$ cat src/phy_status_pkg.sv
`default_nettype none
// ----------------------------------------------------------------
// shared constants and types for the phy status register bank
// ----------------------------------------------------------------
package phy_status_pkg;

    // register data width and word index decode
    localparam int REG_DW = 16;
    localparam int BUS_DW = 32;
    localparam int ADR_W = 8;
    localparam int IDX_W = 6;
    localparam int IDX_LSB = 2;

    // ------------------------------------------------------------
    // register indices (byte address is four times the index)
    // ------------------------------------------------------------
    localparam logic [IDX_W-1:0] IDX_REC_STATUS = 6'h18;
    localparam logic [IDX_W-1:0] IDX_EVENT = 6'h19;
    localparam logic [IDX_W-1:0] IDX_ERR_COUNT = 6'h1D;
    localparam logic [IDX_W-1:0] IDX_IRQ_MASK = 6'h20;
    localparam logic [IDX_W-1:0] IDX_IRQ_PEND = 6'h21;

    // ------------------------------------------------------------
    // recommended-value status field positions
    // ------------------------------------------------------------
    localparam int REC_RES_BIT = 15;
    localparam int REC_AUTONEG_BIT = 14;
    localparam int REC_FIBER_BIT = 13;
    localparam int REC_SPEED_BIT = 12;
    localparam int REC_DUPLEX_BIT = 11;
    localparam int REC_PAUSE_BIT = 10;
    localparam int REC_FEF_OFF_BIT = 9;
    localparam int REC_XOVER_CAP_BIT = 8;
    localparam int REC_XOVER_STATE_BIT = 7;
    localparam int REC_REDUCED_SERIAL_IF_USED_BIT = 6;
    localparam int REC_REPEATER_BIT = 5;
    localparam int REC_ADDR_MSB = 4;
    localparam int REC_ADDR_W = 5;

    // ------------------------------------------------------------
    // event status field positions
    // ------------------------------------------------------------
    localparam int EVT_W = 10;
    localparam int EVT_XOVER_BIT = 9;
    localparam int EVT_SPEED_BIT = 8;
    localparam int EVT_DUPLEX_BIT = 7;
    localparam int EVT_PAGE_BIT = 6;
    localparam int EVT_LINK_BIT = 5;
    localparam int EVT_SYMBOL_BIT = 4;
    localparam int EVT_FALSE_CARRIER_FLAG_BIT = 3;
    localparam int EVT_TX_JAB_BIT = 2;
    localparam int EVT_RX_JAB_BIT = 1;
    localparam int EVT_ESD_BIT = 0;

    // reset values
    localparam logic [EVT_W-1:0] EVT_RESET = 10'h000;
    localparam logic [REG_DW-1:0] REG_ZERO = 16'h0000;
    localparam logic [BUS_DW-1:0] BUS_ZERO = 32'h00000000;

    // settings caught once after reset
    typedef struct packed {
        logic autoneg;
        logic fiber;
        logic speed;
        logic duplex;
        logic pause;
        logic fef_off;
        logic xover_cap;
        logic reduced_serial_if_used;
        logic repeater;
        logic [REC_ADDR_W-1:0] addr;
    } straps_s;

    // live line-side status and event strobes
    typedef struct packed {
        logic xover_state;
        logic speed;
        logic duplex;
        logic link_up;
        logic link_failed;
        logic page_rx;
        logic symbol_err;
        logic false_carrier;
        logic tx_jabber;
        logic rx_jabber;
        logic ssd_err;
        logic esd_err;
    } line_s;

    // one wishbone request as seen by the slave
    typedef struct packed {
        logic cyc;
        logic stb;
        logic we;
        logic [ADR_W-1:0] adr;
        logic [BUS_DW/8-1:0] sel;
        logic [BUS_DW-1:0] dat;
    } wb_req_s;

endpackage
`default_nettype wire

$ cat src/phy_status_event_regs.sv
`default_nettype none
// Notes on behaviour
// - bits 14,13 report autoneg, fiber; 15 zero
// - bit 12 recommended speed, 1 is 100M
// - bit 11 recommended duplex, 1 is full
// - bit 10 recommended pause, 1 enabled
// - bit 9 far-end fault, 1 is disabled
// - bit 8 crossover capable, bit 7 crossover state
// - bit 6 high when reduced/serial interface
// - bit 5 repeater role, bits 4:0 address
// - event bits 9,8,7 on changes; read clears
// - bits 6,5 page and link, held until read
// - bit 3 false carrier, high while link failed
// - bits 4,2,1,0 symbol, jabbers, delimiter error
// - 16-bit counter of receive error kinds

module phy_status_event_regs
    import phy_status_pkg::*;
#(
    parameter int CNT_W = 16
) (
    input wire logic MCLK_IN,
    input wire logic RST_IN,
    input wire logic WB_CYC_IN,
    input wire logic WB_STB_IN,
    input wire logic WB_WE_IN,
    input wire logic [ADR_W-1:0] WB_ADR_IN,
    input wire logic [BUS_DW/8-1:0] WB_SEL_IN,
    input wire logic [BUS_DW-1:0] WB_DAT_IN,
    output logic [BUS_DW-1:0] WB_DAT_OUT,
    output logic WB_ACK_OUT,
    input wire straps_s STRAPS_IN,
    input wire line_s LINE_IN,
    output logic IRQ_OUT
);

    // ------------------------------------------------------------
    // elaboration checks
    // ------------------------------------------------------------
    // counter must fit the register word
    if (CNT_W < 1 || CNT_W > REG_DW) begin : g_bad_cnt
        $error("CNT_W must lie between 1 and the register width");
    end

    // ------------------------------------------------------------
    // bus request decode
    // ------------------------------------------------------------
    wb_req_s req; // bundled request
    logic [IDX_W-1:0] req_idx; // word index
    logic req_live; // request waiting for an answer
    logic take; // request answered this edge
    logic rd_take; // read answered this edge
    logic wr_take; // write answered this edge
    logic lo_lane; // byte lane for bits 7:0
    logic hi_lane; // byte lane for bits 15:8
    logic [REG_DW-1:0] wr_mask; // bits reached by the write
    logic ack_q; // answer strobe
    logic ack_d; // next answer strobe

    assign req = '{
        cyc: WB_CYC_IN,
        stb: WB_STB_IN,
        we: WB_WE_IN,
        adr: WB_ADR_IN,
        sel: WB_SEL_IN,
        dat: WB_DAT_IN
    };

    // index is the byte address divided by four
    assign req_idx = req.adr[IDX_LSB +: IDX_W];
    assign req_live = req.cyc & req.stb;
    // answer one cycle after the request; drop after one
    assign ack_d = req_live & ~ack_q;
    // writes and read clears land on the edge that raises
    // ack; the master samples it one edge later
    assign take = ack_d;
    assign rd_take = take & ~req.we;
    assign wr_take = take & req.we;
    assign lo_lane = req.sel[0];
    assign hi_lane = req.sel[1];
    assign wr_mask = {{(REG_DW/2){hi_lane}}, {(REG_DW/2){lo_lane}}};

    // address hits
    // only the word index is decoded, low address bits ignored
    logic hit_rec; // recommended-value status
    logic hit_evt; // event status
    logic hit_cnt; // receive error counter
    logic hit_mask; // interrupt mask
    logic hit_pend; // interrupt pending

    assign hit_rec = (req_idx == IDX_REC_STATUS);
    assign hit_evt = (req_idx == IDX_EVENT);
    assign hit_cnt = (req_idx == IDX_ERR_COUNT);
    assign hit_mask = (req_idx == IDX_IRQ_MASK);
    assign hit_pend = (req_idx == IDX_IRQ_PEND);

    // ------------------------------------------------------------
    // settings capture
    // ------------------------------------------------------------
    // settings change only across a reset, so they are caught
    // in the first cycle after release and then frozen
    // a strap change without a reset stays invisible
    straps_s straps_q; // frozen settings
    logic caught_q; // settings have been caught

    // capture once after reset release
    always_ff @(posedge MCLK_IN) begin
        if (RST_IN) begin
            straps_q <= '0;
            caught_q <= 1'b0;
        end else if (!caught_q) begin
            straps_q <= STRAPS_IN;
            caught_q <= 1'b1;
        end
    end

    // ------------------------------------------------------------
    // recommended-value status word
    // ------------------------------------------------------------
    logic [REG_DW-1:0] rec_word; // assembled status word

    // place each setting at its field
    always_comb begin
        rec_word = REG_ZERO;
        rec_word[REC_RES_BIT] = 1'b0;
        rec_word[REC_AUTONEG_BIT] = straps_q.autoneg;
        rec_word[REC_FIBER_BIT] = straps_q.fiber;
        rec_word[REC_SPEED_BIT] = straps_q.speed;
        rec_word[REC_DUPLEX_BIT] = straps_q.duplex;
        rec_word[REC_PAUSE_BIT] = straps_q.pause;
        rec_word[REC_FEF_OFF_BIT] = straps_q.fef_off;
        rec_word[REC_XOVER_CAP_BIT] = straps_q.xover_cap;
        // crossover state is live, not frozen
        rec_word[REC_XOVER_STATE_BIT] = LINE_IN.xover_state;
        rec_word[REC_REDUCED_SERIAL_IF_USED_BIT] = straps_q.reduced_serial_if_used;
        rec_word[REC_REPEATER_BIT] = straps_q.repeater;
        rec_word[REC_ADDR_MSB -: REC_ADDR_W] = straps_q.addr;
    end

    // ------------------------------------------------------------
    // change detection on live status
    // ------------------------------------------------------------
    // previous values; compare only once they are valid so the
    // first cycle after reset raises no false change
    logic prev_xover_q; // last crossover state
    logic prev_speed_q; // last speed
    logic prev_duplex_q; // last duplex
    logic prev_link_q; // last link state
    logic prev_ok_q; // previous values valid

    // sample the live status each cycle
    always_ff @(posedge MCLK_IN) begin
        if (RST_IN) begin
            prev_xover_q <= 1'b0;
            prev_speed_q <= 1'b0;
            prev_duplex_q <= 1'b0;
            prev_link_q <= 1'b0;
            prev_ok_q <= 1'b0;
        end else begin
            prev_xover_q <= LINE_IN.xover_state;
            prev_speed_q <= LINE_IN.speed;
            prev_duplex_q <= LINE_IN.duplex;
            prev_link_q <= LINE_IN.link_up;
            prev_ok_q <= 1'b1;
        end
    end

    logic xover_chg; // crossover mode changed
    logic speed_chg; // speed changed
    logic duplex_chg; // duplex changed
    logic link_chg; // link state changed

    assign xover_chg = prev_ok_q & (prev_xover_q ^ LINE_IN.xover_state);
    assign speed_chg = prev_ok_q & (prev_speed_q ^ LINE_IN.speed);
    assign duplex_chg = prev_ok_q & (prev_duplex_q ^ LINE_IN.duplex);
    assign link_chg = prev_ok_q & (prev_link_q ^ LINE_IN.link_up);

    // ------------------------------------------------------------
    // event set vector
    // ------------------------------------------------------------
    logic [EVT_W-1:0] evt_set; // events seen this cycle

    // map each event to its flag
    always_comb begin
        evt_set = EVT_RESET;
        evt_set[EVT_XOVER_BIT] = xover_chg;
        evt_set[EVT_SPEED_BIT] = speed_chg;
        evt_set[EVT_DUPLEX_BIT] = duplex_chg;
        evt_set[EVT_PAGE_BIT] = LINE_IN.page_rx;
        evt_set[EVT_LINK_BIT] = link_chg;
        evt_set[EVT_SYMBOL_BIT] = LINE_IN.symbol_err;
        // a failed link keeps setting the flag every cycle,
        // so it reads high for as long as the failure lasts
        evt_set[EVT_FALSE_CARRIER_FLAG_BIT] = LINE_IN.false_carrier
            | LINE_IN.link_failed;
        evt_set[EVT_TX_JAB_BIT] = LINE_IN.tx_jabber;
        evt_set[EVT_RX_JAB_BIT] = LINE_IN.rx_jabber;
        evt_set[EVT_ESD_BIT] = LINE_IN.esd_err;
    end

    // ------------------------------------------------------------
    // event status, cleared by reading it
    // ------------------------------------------------------------
    logic [EVT_W-1:0] evt_flags; // held event flags
    logic [EVT_W-1:0] evt_clr; // clear on read

    // the whole register clears at the answering edge
    assign evt_clr = {EVT_W{rd_take & hit_evt}};

    // set wins, so an event in the read cycle stays for next
    sticky_flags #(
        .W(EVT_W)
    ) u_evt_flags (
        .clk_in(MCLK_IN),
        .rst_in(RST_IN),
        .set_in(evt_set),
        .clr_in(evt_clr),
        .flags_out(evt_flags)
    );

    // ------------------------------------------------------------
    // interrupt pending, cleared by writing ones
    // ------------------------------------------------------------
    logic [EVT_W-1:0] pend_flags; // held interrupt causes
    logic [EVT_W-1:0] pend_clr; // write-one-to-clear
    logic [EVT_W-1:0] irq_mask_q; // interrupt enables
    logic [EVT_W-1:0] wr_bits; // lane-gated write data

    assign wr_bits = req.dat[EVT_W-1:0] & wr_mask[EVT_W-1:0];
    assign pend_clr = (wr_take & hit_pend) ? wr_bits : EVT_RESET;

    // same events, independent of the clear-on-read copy
    // so reading event status leaves the interrupt alone
    sticky_flags #(
        .W(EVT_W)
    ) u_pend_flags (
        .clk_in(MCLK_IN),
        .rst_in(RST_IN),
        .set_in(evt_set),
        .clr_in(pend_clr),
        .flags_out(pend_flags)
    );

    // mask register, lanes honoured per bit
    // lanes left clear keep their old enable bits
    always_ff @(posedge MCLK_IN) begin
        if (RST_IN) begin
            irq_mask_q <= EVT_RESET;
        end else if (wr_take && hit_mask) begin
            irq_mask_q <= (irq_mask_q & ~wr_mask[EVT_W-1:0])
                | wr_bits;
        end
    end

    // level interrupt while any enabled cause is pending
    assign IRQ_OUT = |(pend_flags & irq_mask_q);

    // ------------------------------------------------------------
    // receive error counter
    // ------------------------------------------------------------
    logic [CNT_W-1:0] err_cnt_q; // error count
    logic [CNT_W-1:0] err_cnt_d; // next error count
    logic err_seen; // a counted error this cycle
    logic cnt_full; // counter at its top value

    // every counted receive error kind
    // several kinds in one cycle count only once
    assign err_seen = LINE_IN.false_carrier
        | LINE_IN.symbol_err
        | LINE_IN.tx_jabber
        | LINE_IN.rx_jabber
        | LINE_IN.ssd_err
        | LINE_IN.esd_err;
    // hold at the top instead of wrapping to zero
    assign cnt_full = &err_cnt_q;
    assign err_cnt_d = err_cnt_q + CNT_W'(1);

    // count one per cycle with any error
    // reading the count does not clear it
    always_ff @(posedge MCLK_IN) begin
        if (RST_IN) begin
            err_cnt_q <= '0;
        end else if (err_seen && !cnt_full) begin
            err_cnt_q <= err_cnt_d;
        end
    end

    // ------------------------------------------------------------
    // read data selection
    // ------------------------------------------------------------
    logic [REG_DW-1:0] rd_word; // selected register
    logic [REG_DW-1:0] evt_word; // event status widened
    logic [REG_DW-1:0] cnt_word; // counter widened
    logic [REG_DW-1:0] mask_word; // mask widened
    logic [REG_DW-1:0] pend_word; // pending widened

    // reserved upper bits read as zero
    assign evt_word = {{(REG_DW-EVT_W){1'b0}}, evt_flags};
    assign mask_word = {{(REG_DW-EVT_W){1'b0}}, irq_mask_q};
    assign pend_word = {{(REG_DW-EVT_W){1'b0}}, pend_flags};
    assign cnt_word = REG_DW'(err_cnt_q);

    // unmapped addresses read zero and still answer
    assign rd_word = hit_rec ? rec_word
        : hit_evt ? evt_word
        : hit_cnt ? cnt_word
        : hit_mask ? mask_word
        : hit_pend ? pend_word
        : REG_ZERO;

    // ------------------------------------------------------------
    // answer registers
    // ------------------------------------------------------------
    logic [BUS_DW-1:0] dat_q; // read data to the bus

    // strobe the answer for one cycle
    // a request held past ack sees ack low for a cycle
    // and is then taken again
    always_ff @(posedge MCLK_IN) begin
        if (RST_IN) begin
            ack_q <= 1'b0;
        end else begin
            ack_q <= ack_d;
        end
    end

    // latch read data with the answer
    // the word then holds until the next read
    always_ff @(posedge MCLK_IN) begin
        if (RST_IN) begin
            dat_q <= BUS_ZERO;
        end else if (rd_take) begin
            dat_q <= {{(BUS_DW-REG_DW){1'b0}}, rd_word};
        end
    end

    assign WB_ACK_OUT = ack_q;
    assign WB_DAT_OUT = dat_q;

endmodule
`default_nettype wire

$ cat src/sticky_flags.sv
`default_nettype none
// ----------------------------------------------------------------
// bank of sticky flags, set wins over clear
// ----------------------------------------------------------------
module sticky_flags #(
    parameter int W = 10
) (
    input wire logic clk_in,
    input wire logic rst_in,
    input wire logic [W-1:0] set_in,
    input wire logic [W-1:0] clr_in,
    output logic [W-1:0] flags_out
);

    logic [W-1:0] flags_q; // held flags
    logic [W-1:0] flags_d; // next flags

    // a set arriving with its clear keeps the flag
    assign flags_d = set_in | (flags_q & ~clr_in);
    assign flags_out = flags_q;

    // flag storage
    always_ff @(posedge clk_in) begin
        if (rst_in) begin
            flags_q <= '0;
        end else begin
            flags_q <= flags_d;
        end
    end

endmodule
`default_nettype wire
$ cat config.mk
export PLATFORM = sky130hd
export DESIGN_NAME = phy_status_event_regs
export DESIGN_NICKNAME = d
export VERILOG_FILES = /design/src/phy_status_pkg.sv /design/src/phy_status_event_regs.sv /design/src/sticky_flags.sv
export SDC_FILE = /design/constraint.sdc
export NUM_CORES = 1
export LEC_CHECK = 0
export BUFFER_PORTS_ARGS = -buffer_cell sky130_fd_sc_hd__buf_4
export CORE_ASPECT_RATIO = 1.25
export CORE_UTILIZATION = 43
export CTS_BUF_LIST = sky130_fd_sc_hd__clkbuf_4 sky130_fd_sc_hd__clkbuf_8
export CTS_CLUSTER_SIZE = 24
export DETAILED_ROUTE_END_ITERATION = 8
export GPL_ROUTABILITY_DRIVEN = 0
export PLACE_DENSITY = 0.66
export SYNTH_ARGS = -nofsm -noshare
export SYNTH_HDL_FRONTEND = slang
export SYNTH_SLANG_ARGS = --single-unit
$ cat constraint.sdc
create_clock -name MCLK_IN -period 2.3 [get_ports MCLK_IN]
set_input_delay 0.46 -clock MCLK_IN [delete_from_list [all_inputs] [get_ports MCLK_IN]]
set_output_delay 0.46 -clock MCLK_IN [all_outputs]
set_load 0.01 [all_outputs]
; Word level (Yosys, flattened, before mapping)
; Cells that the tools add are included.
[word_totals]
latchBits = 0
reg_bits = 82
rom_bits = 0
out_inout_bits = 34
memories = 0
inputBits = 75
wordCells = 72
ram_bits = 0
[op_classes]
reduce_logical = 5
div = 0
bitwise = 33
n_addsub = 1
n_eq_ne = 5
n_shift = 0
muxes = 7
order_cmp = 0
multipliers = 0
[ops]
columns = op, count
row1 = AND 10 bit, 5
row2 = two-way mux 16 bit, 3
row3 = two-way mux 10 bit, 3
row4 = NOT 10 bit, 3
row5 = OR 10 bit, 3
row6 = "== test 6 x 5 -> 1 bit, second input constant", 3
row7 = "adder 16 x 1 -> 16 bit, second input constant", 1
row8 = AND reduction 16 bit, 1
row9 = "== test 6 bit, second input constant", 2
row10 = AND 1 bit, 10
row11 = OR reduction 10 bit, 1
row12 = OR 1 bit, 6
row13 = bitwise XOR 1 bit, 4
row14 = logical AND 1 bit, 2
row15 = NOT 1 bit, 2
row16 = zero test 1 bit, 1
row17 = two-way mux 1 bit, 1

; Logic depth before layout (Yosys ltp)
; Gate-level depths: netlist of the first run.
[logic_depth]
ltp_word = 8
mapped_depth = 7
mapped_depth_nobuf = 6

; By module
; From an unflattened synthesis of the first run, not the netlist that was laid out.
[hier_totals]
cells_unflattened = 440
area_unflattened_um2 = 4117.7
[by_module_without_submodules]
columns = mod, cells_each, n_inst, area_each_um2, seq_area_each_um2
row1 = phy_status_event_regs, 358, 1, 3169.3, 1241.2
row2 = sticky_flags, 41, 2, 474.2, 200.2

; Worst setup path after synthesis of the first run
; Ideal clock, no wire load.
[synth_timing]
path_type = input port to flip-flop
startpoint = input port WB_ADR_IN[5]
endpoint = register with a tool-made name
path_buffers = 2
path_stages = 7
setup_slack_ns = 0.340
required_ns = 2.172
setup_ns = 0.128
arrival_ns = 1.833
path_cell_list = or4b_4 nor3_4 buf_6 and2_1 buf_6 mux2i_1 nor2_1
[synth_rtl]
columns = element, line_no
row1 = start: declaration, phy_status_event_regs.sv:27  ; input wire logic [ADR_W-1:0] WB_ADR_IN,

; Worst setup path after layout of the first run
[layout_timing]
startpoint = register u_pend_flags.flags_q[8], in the netlist u_pend_flags.flags_out[8]
endpoint = output port IRQ_OUT
[layout_via]
elab_chain_len = 2
[layout_rtl]
columns = element, line_no
row1 = start: declaration, sticky_flags.sv:15  ; logic [W-1:0] flags_q;
row2 = start signal: assignment, sticky_flags.sv:27  ; flags_q <= flags_d;
row3 = AND 10 bit, phy_status_event_regs.sv:256  ; assign IRQ_OUT = |(pend_flags & irq_mask_q);
row4 = OR reduction 10 bit, phy_status_event_regs.sv:256
row5 = end: declaration, phy_status_event_regs.sv:34  ; output logic IRQ_OUT
; No other way between the ends.

==> results of run 1 <==
==> cell families (layout without fill, tap and decap cells) <==
| logic type | count (synthesis) | count (layout) |
|---|---|---|
| and+or+nand+nor | 177 | 177 |
| DFF | 82 | 82 |
| AOI/OAI and AO/OA | 72 | 72 |
| buffers and inverters | 39 | 95 |
| muxes | 24 | 24 |
| xor gates and xnor gates | 18 | 18 |
| adders and majority gates | 1 | 1 |
| other | 1 | 16 |
==> report_power, final <==
group	internal [mW]	leakage (nW)	switching [mW]
sequential	1.48	0.672	0.0403
combinational	0.126	0.978	0.141
clock	0.368	0.0766	0.479
==> stage by stage <==
step	power [mW]	util	instance area [um^2]	hold slack [ns]
2_1_floorplan	1.70	-	3760	0.433
5_1_grt	2.75	0.535	4430	0.323
4_1_cts	2.66	0.535	4430	0.326
6_report	2.63	0.535	4430	0.328
3_3_place_gp	1.81	0.517	4290	0.441
3_5_place_dp	1.82	0.517	4290	0.446
==> worst paths after layout <==
path                                                  to  slack (ns)  depth (start not counted)
worst max register to register               cnt_word[2]        0.61                          7
worst min-delay path                         rec_word[5]        0.33                          3
worst min register to register  u_evt_flags.flags_out[7]        0.46                          2
worst max-delay path                             IRQ_OUT        0.38                          4
==> cell usage after synthesis (all sizes together) (8+ instances only) <==
library cell,number
dfxtp,82
nor2,68
nand2,32
a21oi,29
buf,25
mux2i,24
nor4,17
nor3,15
xnor2,14
clkbuf,13
a22oi,12
o21ai,11
nand3,10
a222oi,8
and3,8
==> tightest hold or removal path, delay by kind of cell <==
kind / cells / cell delay (ns)
AND/OR/NAND/NOR: 1 / 0.07
buffers and inverters: 1 / 0.08
multiplexers: 1 / 0.05
==> layer usage <==
| metal | vias to the layer above | GRT usage | part of all wire |
|---|---|---|---|
| met1 | 1518 | 0.267 | 0.43 |
| met5 | - | 0 | 0 |
| met2 | 70 | 0.359 | 0.51 |
| li1 | 1587 | - | - |
| met3 | 16 | 0.0274 | 0.031 |
| met4 | 0 | 0.116 | 0.030 |
==> cell type report <==
type                    instances  area, um^2
repair buffers                 81         633
fillers                       767        3850
inverters                       1        3.75
flip-flops and latches         82        1640
clock buffers                   9         124
well taps                      97         121
clock inverters                 4        22.5
multi-input cells             308        1890
==> flow_summary.ini, run 1 <==
[placement]
dp.final_hpwl_um = 6750
dpl.cell_count = 569
post-place-ws_ns = 0.0921
port-buffer-count = 66

[clock_tree]
cts_hold_buf = 0
clockBufferDepth = 2
post-cts-setup-buffers = 0
ctsResizeCount = 0
htreeDepth = 3
cts_made_buffers = 9
clk_latency_ns = 0.36
cts_root_buffer = clkbuf_8
cts.clk_slew.worst_paths_ns = 0.08
clock_sinks = 82
cts_tree = yes

[floorplan]
row_count = 37
core_area_mm2 = 0.00829
die_h_um = 106
start_util = 0.447
die_w_um = 85.0
pin_count = 109
die-area_mm2 = 0.00899

[cells_and_area]
stdcell_count = 582
final_cell_mix = dfxtp_1, buf_4, nor2_1
layout-drive-gt1-share = 0.223
final_common_cell = dfxtp_1
insertedDiodeCount = 0
layout.nets = 559
area_delta_synth_final_pct = 19.8

[setup_path]
crit_chain = a22o_1, a221oi_1, nand4_1, buf_4
rr_startpoint = cnt_word[0]
timing.critical_path.from = u_pend_flags.flags_out[8]
path_buf_inv = 1
path_class = reg -> out
cp_top_family = compound AO/OA/AOI/OAI gates
max_stage_delay_ns = 0.33
crit_fanout = 3
cp.required_ns = 1.84
start_kind = flop
worst_path_max_delay_cell = dfxtp_1
crit_path_end_kind = primary output
critical_path_arrival_ns = 1.46

[timing]
setup_tns_ns = 0
relSlewSlack = 0.639
finalMaxSlewViolations = 0
fin_skew_ns = 0.0121
report.final.hold_viol_count = 0
grt_setup_unrepaired = false
worstMarginPinSlew_ns = 0.542
fmax_ghz = 0.521
setup-violations-final = 0
period_share = 0.834
fin_ws_ns = 0.382
min_period_ns = 1.92

[logic_synthesis]
yosys_register_bits = 82
synth-simple-area-share = 0.256
ys_warn_count = 0
synth_area_per_cell_um2 = 8.94
synth_top_family_by_area = simple AND/OR/NAND/NOR gates
synth_mux_area_frac = 0.0649
synth_compound_area_frac = 0.127
ys_async_sr_fraction = 0
yosys_most_used_dff = dfxtp_1
synth_area_leaders = dfxtp_1, nor2_1, mux2i_1
synth_edf_count = 0
syn-instance-count = 414
ys_types = 48
seq_area_frac_synth = 0.443
syn-cell-area_mm2 = 0.00370
synth_top_area_frac = 0.443
yosysTopAreaCell = dfxtp_1
synthAdderAreaFrac = 0.00338
synth_xor_area_frac = 0.0426

[power]
ir_worst_vdd_mv = 0.282
total_leakage_power_nw = 1.73
pwr_density_cell_mw_per_mm2 = 594

[hold_path]
hp-class = in -> reg
hold_start = STRAPS_IN[5]

[global_routing]
grt_pass1_wl_um = 14900
gr-total-overflow = 0
grt_pass1_vias = 3053
grt_start_max_net_pins = 46
antenna_found_initial = 0
grtUsageTotal = 0.215

[route]
drt-pass1-iter-count = 6
vias = 3191
wl_per_cell_um = 15.9
ant_nets = 0
drt-total-wl_um = 9250
drtIter0Drc = 238
drc = 0
viasPerCell = 5.48

[run]
maxCapViolCount = 0

[status]
outcome = finished clean
Power figures use the tool's default switching activity.
==> run 2: changes to the inputs <==
--- a/config.mk
+++ b/config.mk
@@ -12,7 +12,7 @@
 export CTS_CLUSTER_SIZE = 24
 export DETAILED_ROUTE_END_ITERATION = 8
 export GPL_ROUTABILITY_DRIVEN = 0
-export PLACE_DENSITY = 0.66
+export PLACE_DENSITY = 0.69
 export SYNTH_ARGS = -nofsm -noshare
 export SYNTH_HDL_FRONTEND = slang
 export SYNTH_SLANG_ARGS = --single-unit
==> constraint.sdc (replaced) <==
create_clock -name MCLK_IN -period 1.6 [get_ports MCLK_IN]
set_input_delay 0.32 -clock MCLK_IN [delete_from_list [all_inputs] [get_ports MCLK_IN]]
set_output_delay 0.32 -clock MCLK_IN [all_outputs]
set_load 0.01 [all_outputs]
==> flow_summary.ini, run 2 (synthesis results as in run 1) <==
[timing]
report.final.hold_viol_count = 0
period_share = 1.07
fin_ws_ns = -0.114
setup-violations-final = 1
fin_skew_ns = 0.0137
grt_setup_unrepaired = true
hold_ws_ns = 0.182
fmax_ghz = 0.583
finalMaxSlewViolations = 0
min_period_ns = 1.71

[setup_path]
max_stage_delay_ns = 0.33
path_buf_inv = 1
r2r_cells = 6
crit_end = IRQ_OUT
critical_path_arrival_ns = 1.39
cp.depth = 4
crit_chain = a22o_1, a221oi_2, nand4_1, buf_4
r2r_setup_slack_ns = 0.03
crit_fanout = 2
path_class = reg -> out
rr_startpoint = cnt_word[7]
cp_top_family = compound AO/OA/AOI/OAI gates
timing.critical_path.from = u_pend_flags.flags_out[8]
start_kind = flop
r2r_end = cnt_word[7]
worst_path_max_delay_cell = dfxtp_2
crit_path_end_kind = primary output
cp.required_ns = 1.28

[status]
outcome = finished, violations left
violations = setup timing

[floorplan]
start_util = 0.447
die_h_um = 106
row_count = 37
die-area_mm2 = 0.00899
core_area_mm2 = 0.00829
die_w_um = 85.0
pin_count = 109

[route]
wl_per_cell_um = 16.5
vias = 3407
drt-total-wl_um = 10300
drtIter0Drc = 174
ant_nets = 0
drc = 0
viasPerCell = 5.48
drt-pass1-iter-count = 4

[power]
ir_worst_vdd_mv = 0.486
internal-power_mw = 3.14
switchingPower_mw = 1.03
pwr_density_cell_mw_per_mm2 = 831
power_frac_seq = 0.525
p_sw_frac = 0.247
total_leakage_power_nw = 2.02
power_frac_comb = 0.110
p_clk_frac = 0.366

[clock_tree]
clock_sinks = 82
cts_tree = yes
cts.clk_slew.worst_paths_ns = 0.09
cts_made_buffers = 9
clockBufferDepth = 2
clk_latency_ns = 0.37
cts_root_buffer = clkbuf_8
cts_hold_buf = 0
htreeDepth = 3

[placement]
port-buffer-count = 66
dp.final_hpwl_um = 7470
placed_area_mm2 = 0.00460
post-place-ws_ns = -0.350

[cells_and_area]
layout-drive-gt1-share = 0.358
insertedDiodeCount = 0
area_delta_synth_final_pct = 35.5
final_cell_mix = buf_4, dfxtp_1, nor2_1
final_common_cell = buf_4
stdcell_area_mm2 = 0.00501
layout.nets = 596

[global_routing]
grt_start_max_net_pins = 33
gr-total-overflow = 0
antenna_found_initial = 0
grtUsageTotal = 0.229
grt_pass1_vias = 3313
grt_pass1_wl_um = 15800

[hold_path]
hp-class = in -> reg

[run]
maxCapViolCount = 0
==> run 2: cell count changes in the layout (fill, tap and decap cells not counted), moves of 2 or more <==
cell	before	now
clkinv_2	3	0
buf_6	0	5
clkbuf_8	9	14
nor3_1	13	11
nor4_2	6	14
dfxtp_1	82	67
nor4_1	10	1
buf_4	79	109
buf_12	2	4
a221oi_2	0	6
a221oi_1	7	1
nor3_4	1	3
dfxtp_2	0	14
==> run 2: metal layers <==
metal / GRT usage / routed length (um)
met3: 0.0454 / 452
met2: 0.417 / 5470
met5: 0 / 0
met1: 0.251 / 4060
met4: 0.113 / 304
==> run 2: final cells by class <==
class                           count  area [um^2]
Fill cell                         730         3270
Tap cell                           97          121
Timing Repair Buffer              118          955
Clock buffer                       14          193
Clock inverter                      2         16.3
Sequential cell                    82         1660
Inverter                            1         3.75
Multi-Input combinational cell    308         2060
==> run 2: worst min-delay path by stage <==
stage	start	to	slack, ns	cells past startpoint
2_1_floorplan	u_evt_flags.flags_out[8]	u_evt_flags.flags_out[8]	0.43	2
4_1_cts	STRAPS_IN[9]	rec_word[10]	0.18	3
3_5_place_dp	WB_DAT_OUT[15]	WB_DAT_OUT[15]	0.45	2
5_1_grt	LINE_IN[9]	prev_duplex_q	0.18	2
6_report	STRAPS_IN[13]	rec_word[14]	0.18	3
3_3_place_gp	u_evt_flags.flags_out[7]	u_evt_flags.flags_out[7]	0.44	2
==> run 2: worst reg2reg max path, delay by kind of cell, from the launching register on <==
family | cells | cell delay, ns
AND/OR/NAND/NOR | 4 | 0.69
XOR/XNOR | 1 | 0.17
buffers and inverters | 1 | 0.21
flip-flops | 1 | 0.40
==> run 2: metrics by stage <==
stage | TNS, ns | util | power, mW | std cells
after floorplan | -2.21 | - | 2.46 | 429
after global placement | -8.70 | 0.555 | 2.65 | 601
after detailed placement | -9.67 | 0.555 | 2.66 | 601
after CTS | -0.124 | 0.584 | 4.18 | 618
after global routing | -0.839 | 0.605 | 4.34 | 622
final | -0.114 | 0.605 | 4.17 | 622
==> run 2: what timing repair did <==
item,in CTS,in global routing
resized for setup,5,36
endpoints found under the setup margin,2,29
buffers inserted,1,4
pin swaps,1,13
==> run 2: power by group through the flow <==
stage | combinational, mW | clock [mW] | sequential [mW]
after global routing | 0.497 | 1.65 | 2.20
after detailed placement | 0.437 | 0 | 2.23
after CTS | 0.442 | 1.55 | 2.18
final | 0.457 | 1.52 | 2.19
after global placement | 0.429 | 0 | 2.23
after floorplan | 0.238 | 0 | 2.22
